$ cat config.mk
export PLATFORM = sky130hd
export DESIGN_NAME = pmc_power_ctrl
export DESIGN_NICKNAME = d
export VERILOG_FILES = /design/src/rtl/pmc_pkg.sv /design/src/rtl/pmc_clk_if.sv /design/src/rtl/pmc_power_ctrl.sv /design/src/rtl/pmc_clk_div.sv
export VERILOG_INCLUDE_DIRS = /design/src /design/src/rtl
export SDC_FILE = /design/constraint.sdc
export NUM_CORES = 1
export LEC_CHECK = 0
export BUFFER_PORTS_ARGS = -buffer_cell sky130_fd_sc_hd__buf_2
export CORE_ASPECT_RATIO = 1.2
export CORE_MARGIN = 5
export CORE_UTILIZATION = 50
export DETAILED_ROUTE_END_ITERATION = 12
export GPL_ROUTABILITY_DRIVEN = 0
export GPL_TIMING_DRIVEN = 1
export PLACE_DENSITY = 0.9
export SKIP_LAST_GASP = 1
export SYNTH_ARGS = -nofsm -noshare
export SYNTH_HDL_FRONTEND = slang
export SYNTH_SLANG_ARGS = --single-unit
$ cat constraint.sdc
create_clock -name clock_i -period 4 [get_ports clock_i]
set_input_delay 0.8 -clock clock_i [delete_from_list [all_inputs] [get_ports clock_i]]
set_output_delay 0.8 -clock clock_i [all_outputs]
set_load 0.1 [all_outputs]
$ cat src/rtl/pmc_defs.svh
`ifndef PMC_DEFS_SVH
`define PMC_DEFS_SVH
`define PMC_ADDR_PWR      8'h87
`define PMC_ADDR_AUX      8'h8e
`define PMC_AUX_ERM_BIT   0
`define PMC_PWR_IDLE_BIT  0
`define PMC_PWR_PD_BIT    1
`define PMC_PWR_ONCE_BIT  2
`define PMC_RST_MC        2'h2
`define PMC_DIV_LAST      3'h5
`define PMC_ERM_RESET     1'b0
`define PMC_SYNC_RESET    4'hf
`endif

$ cat src/rtl/pmc_pkg.sv
package pmc_pkg;
   typedef enum logic [2:0] {
      PMC_ST_RESET   = 3'h0,
      PMC_ST_RUN     = 3'h1,
      PMC_ST_IDLE    = 3'h3,
      PMC_ST_PD      = 3'h2,
      PMC_ST_PD_WAKE = 3'h6,
      PMC_ST_ONCE    = 3'h5
   } pmc_state_t;

   typedef struct packed {
      logic [2:0] cnt;
      logic       phase;
   } pmc_div_t;

   typedef struct packed {
      logic [3:0] sync1;
      logic [3:0] sync2;
      pmc_state_t st;
      logic [1:0] rcnt;
      logic       erm;
      logic       ram_blk;
      logic       irq_wake;
      logic       wake_p;
      logic [7:0] rdata;
      logic       ale;
      logic       ale_oe;
      logic       ale_pu;
      logic       program_fetch_strobe;
      logic       program_fetch_strobe_oe;
      logic       program_fetch_strobe_pu;
      logic       p0_float;
      logic       p2_addr;
      logic       ports_pu;
   } pmc_regs_t;
endpackage : pmc_pkg

$ cat src/rtl/pmc_clk_if.sv
`timescale 1ns/1ns
`default_nettype none
interface pmc_clk_if;
   logic run;
   logic phase;
   logic mc_tick;
   modport div (input run, output phase, output mc_tick);
   modport user (output run, input phase, input mc_tick);
endinterface : pmc_clk_if
`default_nettype wire

$ cat src/rtl/pmc_power_ctrl.sv
// Contract
// - Core timing comes from the clock input through a divide-by-two stage.
// - Idle halts instruction execution; registers and RAM keep their contents.
// - Idle ends on chip reset or any enabled interrupt.
// - Power-down stops the oscillator; the requesting instruction is the last.
// - Reset ending power-down reinitialises registers but leaves RAM untouched.
// - External interrupt ending power-down keeps registers and RAM.
// - Wake interrupt is enabled and level; low restarts clock, high completes.
// - After the handler returns, execution continues after the power-down instruction.
// - Reset out of idle: up to two machine cycles run, RAM blocked.
// - Emulation floats port zero, weakly pulls other pins, oscillator runs.
// - Only an ordinary reset leaves emulation mode.
// - Auxiliary bit zero set suppresses the latch strobe on code fetches.
// - Clearing that bit restores normal latch strobe generation.
// - The suppression bit clears on reset and holds until cleared.
// - Strobe and port pin states follow the mode.
`timescale 1ns/1ns
`default_nettype none
`include "pmc_defs.svh"
module pmc_power_ctrl (
   input  wire logic       clock_i,
   input  wire logic       sys_rst_i,
   input  wire logic       rst_pin_i,
   input  wire logic       ext_irq_zero_n_i,
   input  wire logic       ext_irq_one_n_i,
   input  wire logic       ale_pin_i,
   input  wire logic [1:0] irq_enable_i,
   input  wire logic [1:0] irq_level_i,
   input  wire logic       any_irq_i,
   input  wire logic       fetch_ext_i,
   input  wire logic       code_fetch_i,
   input  wire logic       ale_req_i,
   input  wire logic       program_fetch_strobe_req_i,
   input  wire logic [7:0] addr_i,
   input  wire logic [7:0] wdata_i,
   input  wire logic       wr_i,
   input  wire logic       rd_i,
   output logic [7:0]      rdata_o,
   output logic            cpu_halt_o,
   output logic            osc_run_o,
   output logic            sfr_reset_o,
   output logic            ram_block_o,
   output logic            wake_resume_o,
   output logic            emission_reduction_mode_o,
   output logic            ale_o,
   output logic            ale_oe_o,
   output logic            ale_pu_o,
   output logic            program_fetch_strobe_o,
   output logic            program_fetch_strobe_oe_o,
   output logic            program_fetch_strobe_pu_o,
   output logic            p0_float_o,
   output logic            p2_addr_o,
   output logic            ports_pu_o
);
   import pmc_pkg::*;

   pmc_regs_t  state_reg;
   pmc_regs_t  state_next;
   pmc_clk_if  clk_bus ();

   logic rst_s;
   logic irq0_n_s;
   logic irq1_n_s;
   logic ale_pin_s;
   logic wake_lvl;
   logic wr_pwr;
   logic wr_aux;

   pmc_clk_div u_div (
      .clock_i   (clock_i),
      .sys_rst_i (sys_rst_i),
      .clk_bus   (clk_bus)
   );

   assign rst_s     = state_reg.sync2[0];
   assign irq0_n_s  = state_reg.sync2[1];
   assign irq1_n_s  = state_reg.sync2[2];
   assign ale_pin_s = state_reg.sync2[3];
   assign wr_pwr    = wr_i & (addr_i == `PMC_ADDR_PWR);
   assign wr_aux    = wr_i & (addr_i == `PMC_ADDR_AUX);

   // Only an enabled, level-sensitive line held low may wake power-down.
   assign wake_lvl = (irq_enable_i[0] & irq_level_i[0] & ~irq0_n_s)
                   | (irq_enable_i[1] & irq_level_i[1] & ~irq1_n_s);

   assign clk_bus.run = (state_reg.st != PMC_ST_PD);

   always_comb begin
      state_next        = state_reg;
      state_next.sync1  = {ale_pin_i, ext_irq_one_n_i, ext_irq_zero_n_i, rst_pin_i};
      state_next.sync2  = state_reg.sync1;
      state_next.wake_p = 1'b0;
      state_next.rdata  = 8'h00;

      // Reset must be seen for whole machine cycles of a running clock.
      if (!rst_s) begin
         state_next.rcnt    = 2'h0;
         state_next.ram_blk = 1'b0;
      end else if (clk_bus.mc_tick && state_reg.rcnt != `PMC_RST_MC) begin
         state_next.rcnt = state_reg.rcnt + 2'h1;
      end

      case (state_reg.st)
         PMC_ST_RESET: begin
            state_next.erm = `PMC_ERM_RESET;
            if (!rst_s) begin
               // The emulator holds the latch pin low across the release.
               state_next.st = ale_pin_s ? PMC_ST_RUN : PMC_ST_ONCE;
            end
         end
         PMC_ST_RUN: begin
            if (state_reg.rcnt == `PMC_RST_MC) begin
               state_next.st = PMC_ST_RESET;
            end else if (wr_pwr && wdata_i[`PMC_PWR_PD_BIT]) begin
               state_next.st = PMC_ST_PD;
            end else if (wr_pwr && wdata_i[`PMC_PWR_IDLE_BIT]) begin
               state_next.st = PMC_ST_IDLE;
            end
         end
         PMC_ST_IDLE: begin
            if (rst_s) begin
               // Execution runs on until the reset count expires, RAM fenced.
               state_next.st      = PMC_ST_RUN;
               state_next.ram_blk = 1'b1;
            end else if (any_irq_i) begin
               state_next.st = PMC_ST_RUN;
            end
         end
         PMC_ST_PD: begin
            if (rst_s || wake_lvl) begin
               state_next.st       = PMC_ST_PD_WAKE;
               state_next.irq_wake = ~rst_s;
            end
         end
         PMC_ST_PD_WAKE: begin
            if (state_reg.rcnt == `PMC_RST_MC) begin
               state_next.st = PMC_ST_RESET;
            end else if (!rst_s && !wake_lvl) begin
               // Registers untouched; the core resumes via its handler.
               state_next.st       = PMC_ST_RUN;
               state_next.wake_p   = state_reg.irq_wake;
               state_next.irq_wake = 1'b0;
            end
         end
         PMC_ST_ONCE: begin
            if (state_reg.rcnt == `PMC_RST_MC) begin
               state_next.st = PMC_ST_RESET;
            end
         end
         default: begin
            state_next.st = PMC_ST_RESET;
         end
      endcase

      if (wr_aux && state_reg.st != PMC_ST_RESET) begin
         state_next.erm = wdata_i[`PMC_AUX_ERM_BIT];
      end

      if (rd_i) begin
         if (addr_i == `PMC_ADDR_AUX) begin
            state_next.rdata[`PMC_AUX_ERM_BIT] = state_reg.erm;
         end else if (addr_i == `PMC_ADDR_PWR) begin
            state_next.rdata[`PMC_PWR_IDLE_BIT] = (state_reg.st == PMC_ST_IDLE);
            state_next.rdata[`PMC_PWR_PD_BIT]   = (state_reg.st == PMC_ST_PD_WAKE);
            state_next.rdata[`PMC_PWR_ONCE_BIT] = (state_reg.st == PMC_ST_ONCE);
         end
      end

      // Pins are registered from the next mode so they track the mode flop.
      state_next.ale      = 1'b1;
      state_next.ale_oe   = 1'b0;
      state_next.ale_pu   = 1'b1;
      state_next.program_fetch_strobe     = 1'b1;
      state_next.program_fetch_strobe_oe  = 1'b1;
      state_next.program_fetch_strobe_pu  = 1'b0;
      state_next.p0_float = 1'b0;
      state_next.p2_addr  = 1'b0;
      state_next.ports_pu = 1'b0;
      case (state_next.st)
         PMC_ST_RUN: begin
            if (state_next.erm && code_fetch_i) begin
               state_next.ale_oe = 1'b0;
               state_next.ale_pu = 1'b1;
            end else begin
               state_next.ale    = ale_req_i;
               state_next.ale_oe = 1'b1;
               state_next.ale_pu = 1'b0;
            end
            state_next.program_fetch_strobe = program_fetch_strobe_req_i;
         end
         PMC_ST_IDLE: begin
            state_next.ale_oe   = 1'b1;
            state_next.ale_pu   = 1'b0;
            state_next.p0_float = fetch_ext_i;
            state_next.p2_addr  = fetch_ext_i;
         end
         PMC_ST_PD, PMC_ST_PD_WAKE: begin
            state_next.ale      = 1'b0;
            state_next.ale_oe   = 1'b1;
            state_next.ale_pu   = 1'b0;
            state_next.program_fetch_strobe     = 1'b0;
            state_next.p0_float = fetch_ext_i;
         end
         PMC_ST_ONCE: begin
            state_next.program_fetch_strobe_oe  = 1'b0;
            state_next.program_fetch_strobe_pu  = 1'b1;
            state_next.p0_float = 1'b1;
            state_next.ports_pu = 1'b1;
         end
         default: begin
            state_next.ale_oe = 1'b0;
         end
      endcase
   end

   always_ff @(posedge clock_i) begin
      if (sys_rst_i) begin
         state_reg     <= '0;
         state_reg.st  <= PMC_ST_RESET;
         state_reg.erm <= `PMC_ERM_RESET;
         // Synchronisers start with the reset pin asserted and the other lines idle.
         // A zero here would look like a low latch pin and fake an emulation entry.
         state_reg.sync1 <= `PMC_SYNC_RESET;
         state_reg.sync2 <= `PMC_SYNC_RESET;
      end else begin
         state_reg <= state_next;
      end
   end

   assign rdata_o                   = state_reg.rdata;
   assign cpu_halt_o                = (state_reg.st == PMC_ST_IDLE)
                                    | (state_reg.st == PMC_ST_PD)
                                    | (state_reg.st == PMC_ST_PD_WAKE);
   assign osc_run_o                 = clk_bus.run;
   assign sfr_reset_o               = (state_reg.st == PMC_ST_RESET);
   assign ram_block_o               = state_reg.ram_blk;
   assign wake_resume_o             = state_reg.wake_p;
   assign emission_reduction_mode_o = state_reg.erm;
   assign ale_o                     = state_reg.ale;
   assign ale_oe_o                  = state_reg.ale_oe;
   assign ale_pu_o                  = state_reg.ale_pu;
   assign program_fetch_strobe_o    = state_reg.program_fetch_strobe;
   assign program_fetch_strobe_oe_o = state_reg.program_fetch_strobe_oe;
   assign program_fetch_strobe_pu_o = state_reg.program_fetch_strobe_pu;
   assign p0_float_o                = state_reg.p0_float;
   assign p2_addr_o                 = state_reg.p2_addr;
   assign ports_pu_o                = state_reg.ports_pu;
endmodule : pmc_power_ctrl
`default_nettype wire

$ cat src/rtl/pmc_clk_div.sv
`timescale 1ns/1ns
`default_nettype none
`include "pmc_defs.svh"
module pmc_clk_div (
   input  wire logic clock_i,
   input  wire logic sys_rst_i,
   pmc_clk_if.div    clk_bus
);
   import pmc_pkg::*;

   pmc_div_t div_reg;
   pmc_div_t div_next;

   // The phase flop halves the input, so its duty cycle does not matter.
   always_comb begin
      div_next = div_reg;
      if (clk_bus.run) begin
         div_next.phase = ~div_reg.phase;
         if (div_reg.phase) begin
            div_next.cnt = (div_reg.cnt == `PMC_DIV_LAST) ? 3'h0 : div_reg.cnt + 3'h1;
         end
      end
   end

   always_ff @(posedge clock_i) begin
      if (sys_rst_i) begin
         div_reg <= '0;
      end else begin
         div_reg <= div_next;
      end
   end

   assign clk_bus.phase   = div_reg.phase;
   assign clk_bus.mc_tick = clk_bus.run & div_reg.phase & (div_reg.cnt == `PMC_DIV_LAST);
endmodule : pmc_clk_div
`default_nettype wire

==> qor.yml, run 1 <==
async_reset_ff_frac: 0
p_sw_frac: 0.294
firstDrtPassIters: 4
clk_path_buf_depth: 2
htree_levels: 2
hold_viol: 0
yosys_register_bits: 32
grt_pass1_vias: 1133
vias_per_cell: 5.15
ff_latch_area_um2: 641
setup_viol_count_final: 0
die-width_um: 59.4
seqPwrFrac: 0.537
antenna_found_initial: 0
crit_path_top_delay_cell: "dfxtp_1"
worstSkewPairLatency_ns: 0.33
crit_required_ns: 3.20
final_common_cell: "buf_2"
setup_tns_ns: 0
grt_pass1_wl_um: 4720
pin_count: 56
post-dp-hpwl_um: 2150
seq_area_frac_synth: 0.438
cts_root_buffer: "clkbuf_4"
avgSynthCellArea_um2: 9.81
cts_tree: "done"
area_growth_pct: 16.2
port_buffers: 44
fin_total_pwr_uw: 624
dp_slack_ns: 1.84
drv_slew: 0
fin_worst_skew_ns: 0.00597
drt_iter0_drc: 26
grt_start_max_net_pins: 27
fillCellCount: 274
worstHoldPathType: "flip-flop to flip-flop"
synthAdderAreaFrac: 0.00856
holdBufCountCts: 0
p_per_area_mw_per_mm2: 367
synth-xor-area-share: 0.0180
cts_setup_buffers: 0
worst-path-buf-inv: 1
intPower_uw: 441
ir_drop_v: 0.000306
synthMuxAreaShare: 0.00771
start_util: 0.520
synth_top_family_by_area: "simple AND/OR/NAND/NOR gates"
numCtsBuffers: 5
clkTransAtPathRegs_ns: 0.09
core_region_area_mm2: 0.00281
post_drt_wl_per_cell_um: 12.3
yosys.area_share.simple: 0.311
fin_util: 0.604
yosys.cell_types.count: 52
cpLargestDelayFamily: "flip-flops"
cts_resized: 0
n_antenna_cell: 0
maxCapViolCount: 0
vias: 1149
rsz0062_at_grt: "no"
pwr-share-comb: 0.166
status: "finished clean"
grt_use_total: 0.146
layout_common_cells: "buf_2 (44), dfxtp_1 (32), nor2_1 (15)"
yosys_most_used_dff: "dfxtp_1"
core.rowCount: 21
power_frac_clock: 0.297
synth_compound_area_frac: 0.131
grt_overflow_total: 0
p_leak_uw: 0.000745
final_antenna_net_count: 0
switchingPower_uw: 183
die_y_um: 69.2
finalCritPeriodShare: 0.635
nets: 222
yosysWarnings: 0
max_stage_delay_ns: 0.58
clock.fmax_mhz: 393
startpoint_type: "flip-flop"
holdWs_ns: 0.422
drive_gt1_frac: 0.429
synth-edff-count: 0
cts_sinks: 32
cp-end-kind: "output port"
syn_inst: 149
drc: 0
cp.arrival_ns: 1.74
critical_path.cell_chain: "or3b_1, buf_2"
setup_slack_ns: 1.46
path_max_fanout: 13
syn_area_mm2: 0.00146
min_period_ns: 2.54
crit_type: "flip-flop to output port"
wl_um: 2750
multiInputGateArea_um2: 714
dieArea_mm2: 0.00411
largest_reg_flops: 6
==> synthesized netlist by cell type, types with 3 or more instances <==
cell type / n / area, µm²
a211oi_1: 3 / 22.5
a21oi_1: 3 / 15.0
a21oi_2: 3 / 26.3
buf_2: 3 / 15.0
buf_4: 10 / 75.1
dfxtp_1: 32 / 641
inv_1: 5 / 18.8
nand2_1: 4 / 15.0
nand3_2: 3 / 30.0
nand3b_1: 4 / 30.0
nor2_1: 15 / 56.3
nor2b_1: 4 / 25.0
nor3b_1: 3 / 22.5
or2_2: 8 / 50.1
==> through the flow <==
stage          std cells  instance area, µm²
2_1_floorplan        153                1480
3_3_place_gp         215                1640
3_5_place_dp         215                1640
4_1_cts              223                1700
5_1_grt              223                1700
6_report             223                1700
==> layer usage <==
layer,global-route usage,share of wire
met1,0.154,0.39
met2,0.250,0.52
met3,0.0596,0.072
met4,0.0529,0.021
met5,0,0
==> kinds of logic (layout without fill, tap and decap cells) <==
family	count (synthesis)	in the layout
muxes	1	1
buffers and inverters	21	57
AOI/OAI and AO/OA	24	24
xor gates and xnor gates	3	3
other	1	5
adders and majority gates	1	1
and+or+nand+nor	66	66
DFF	32	32
==> power groups by stage <==
stage,registers (µW),logic [µW],clock network [µW]
after detailed placement,343,104,0
after global placement,342,102,0
final,335,103,185
after global routing,337,111,211
after CTS,335,104,194
after floorplan,368,60.4,0
==> final cells by class <==
class,count,share of cell area
multi-input combinational,100,0.421
sequential,32,0.377
timing repair buffer,44,0.130
clock buffer,6,0.0302
tap,34,0.0251
inverter,5,0.0111
clock inverter,2,0.00590
==> path summary, 6_finish.rpt <==
check                        startpoint                   end  slack [ns]  cells past startpoint
max            state_reg[24]$_SDFF_PP0_             osc_run_o        1.46                      2
min           state_next[29]$_SDFF_PP1_  ale_pin_s$_SDFF_PP1_        0.42                      1
max reg2reg  state_reg[21]$_SDFFE_PP0P_      ale_o$_SDFF_PP0_        1.99                      7
min reg2reg   state_next[29]$_SDFF_PP1_  ale_pin_s$_SDFF_PP1_        0.42                      1
(Power assumes the default switching activity.)
==> run 2, diff against run 1 <==
--- a/config.mk
+++ b/config.mk
@@ -9,11 +9,11 @@
 export BUFFER_PORTS_ARGS = -buffer_cell sky130_fd_sc_hd__buf_2
 export CORE_ASPECT_RATIO = 1.2
 export CORE_MARGIN = 5
-export CORE_UTILIZATION = 50
+export CORE_UTILIZATION = 48
 export DETAILED_ROUTE_END_ITERATION = 12
 export GPL_ROUTABILITY_DRIVEN = 0
 export GPL_TIMING_DRIVEN = 1
-export PLACE_DENSITY = 0.9
+export PLACE_DENSITY = 0.88
 export SKIP_LAST_GASP = 1
 export SYNTH_ARGS = -nofsm -noshare
 export SYNTH_HDL_FRONTEND = slang
==> constraint.sdc (replaced) <==
create_clock -name clock_i -period 2.6 [get_ports clock_i]
set_input_delay 0.52 -clock clock_i [delete_from_list [all_inputs] [get_ports clock_i]]
set_output_delay 0.52 -clock clock_i [all_outputs]
set_load 0.1 [all_outputs]
==> run 2 against run 1 <==
- critical path depth is the same
- combinational power rose by 54%
- clock skew is 0.0048 ns higher
- routed wire length decreased by 2.3%
- cell area rose by 0.44%
- non-clock buffer count unchanged
- worst hold slack worse by 0.075 ns
- sequential cell count did not move
- global-route usage up 0.16 points
- largest cell class unchanged
==> qor.yml, run 2 (same netlist as run 1, synthesis figures left out) <==
holdBufCountCts: 0
nets: 222
layout_common_cells: "buf_2 (44), dfxtp_1 (32), nor2_1 (15)"
vias_per_cell: 5.13
worstSkewPairLatency_ns: 0.34
start_util: 0.487
final_common_cell: "buf_2"
p_leak_uw: 0.000737
startpoint_type: "flip-flop"
reg2reg_from: "state_reg[21]$_SDFFE_PP0P_"
path_max_fanout: 13
clk_path_buf_depth: 2
grt_pass1_vias: 1155
antenna_found_initial: 0
drv_slew: 0
crit_required_ns: 2.08
grt_start_max_net_pins: 27
cts_resized: 0
cts_sinks: 32
min_period_ns: 2.30
cts_setup_buffers: 0
largest_reg_flops: 6
critPathLaunch: "state_reg[24]$_SDFF_PP0_"
ff_latch_area_um2: 641
setup_viol_count_final: 0
pin_count: 56
vias: 1154
cp-end-kind: "output port"
dp.cells: 217
drc: 0
status: "finished clean"
fin_cells: 225
p_per_area_mw_per_mm2: 563
drive_gt1_frac: 0.434
grt_use_total: 0.147
drt_iter0_drc: 12
cts_root_buffer: "clkbuf_4"
area_growth_pct: 16.7
setup_tns_ns: 0
final_antenna_net_count: 0
worstHoldPathType: "primary input to flip-flop"
grt_overflow_total: 0
core.rowCount: 22
die-width_um: 60.4
firstDrtPassIters: 4
core_region_area_mm2: 0.00300
crit_type: "flip-flop to output port"
clkTransAtPathRegs_ns: 0.11
cts_tree: "done"
rsz0062_at_grt: "no"
grt_pass1_wl_um: 4700
post-dp-hpwl_um: 2110
htree_levels: 2
fillCellCount: 274
wl_um: 2690
multiInputGateArea_um2: 719
finalCritPeriodShare: 0.885
fin_worst_skew_ns: 0.0107
die_y_um: 70.4
clock.fmax_mhz: 434
maxCapViolCount: 0
n_antenna_cell: 0
hold_viol: 0
port_buffers: 44
numCtsBuffers: 5
ir_drop_v: 0.000529
holdWs_ns: 0.347
cp.arrival_ns: 1.78
min_from: "ext_irq_zero_n_i"
dieArea_mm2: 0.00425
post_drt_wl_per_cell_um: 11.9
[run 2: power by group]
part	switching, µW	internal, µW
combinational	115	43.4
sequential	9.99	507
clock	178	106
total	303	656
[run 2: final timing paths]
| check | end | slack, ns | depth (start not counted) |
|---|---|---|---|
| worst min register to register | ale_pin_s$_SDFF_PP1_ | 0.42 | 1 |
| worst max register to register | ale_o$_SDFF_PP0_ | 0.64 | 7 |
| worst max-delay path | osc_run_o | 0.30 | 2 |
| worst min-delay path | state_next[27]$_SDFF_PP1_ | 0.35 | 2 |
[run 2: worst max-delay path, stage by stage, from the launching register on]
cell and delay, ns:
dfxtp_1 0.60, or3b_1 0.50, buf_2 0.34
[run 2: through the flow]
stage	cell area (µm²)	power, µW	utilization	setup slack, ns
final	1710	959	0.568	0.298
after global routing	1710	998	0.568	0.195
after CTS	1710	973	0.568	0.279
after detailed placement	1640	687	0.548	0.641
after global placement	1640	684	0.548	0.667
after floorplan	1480	660	-	0.0723
[run 2: routing by layer]
layer	GRT usage	part of all wire	up-vias
met4	0.0961	0.029	0
met3	0.0407	0.060	8
met5	0	0	-
met2	0.242	0.50	28
li1	-	-	589
met1	0.159	0.41	529
[run 2: layout make-up]
type | instances | area share
Tap cell | 36 | 0.0264
Sequential cell | 32 | 0.376
Clock inverter | 3 | 0.0139
Inverter | 5 | 0.0110
Clock buffer | 5 | 0.0220
Multi-Input combinational cell | 100 | 0.422
Timing Repair Buffer | 44 | 0.129
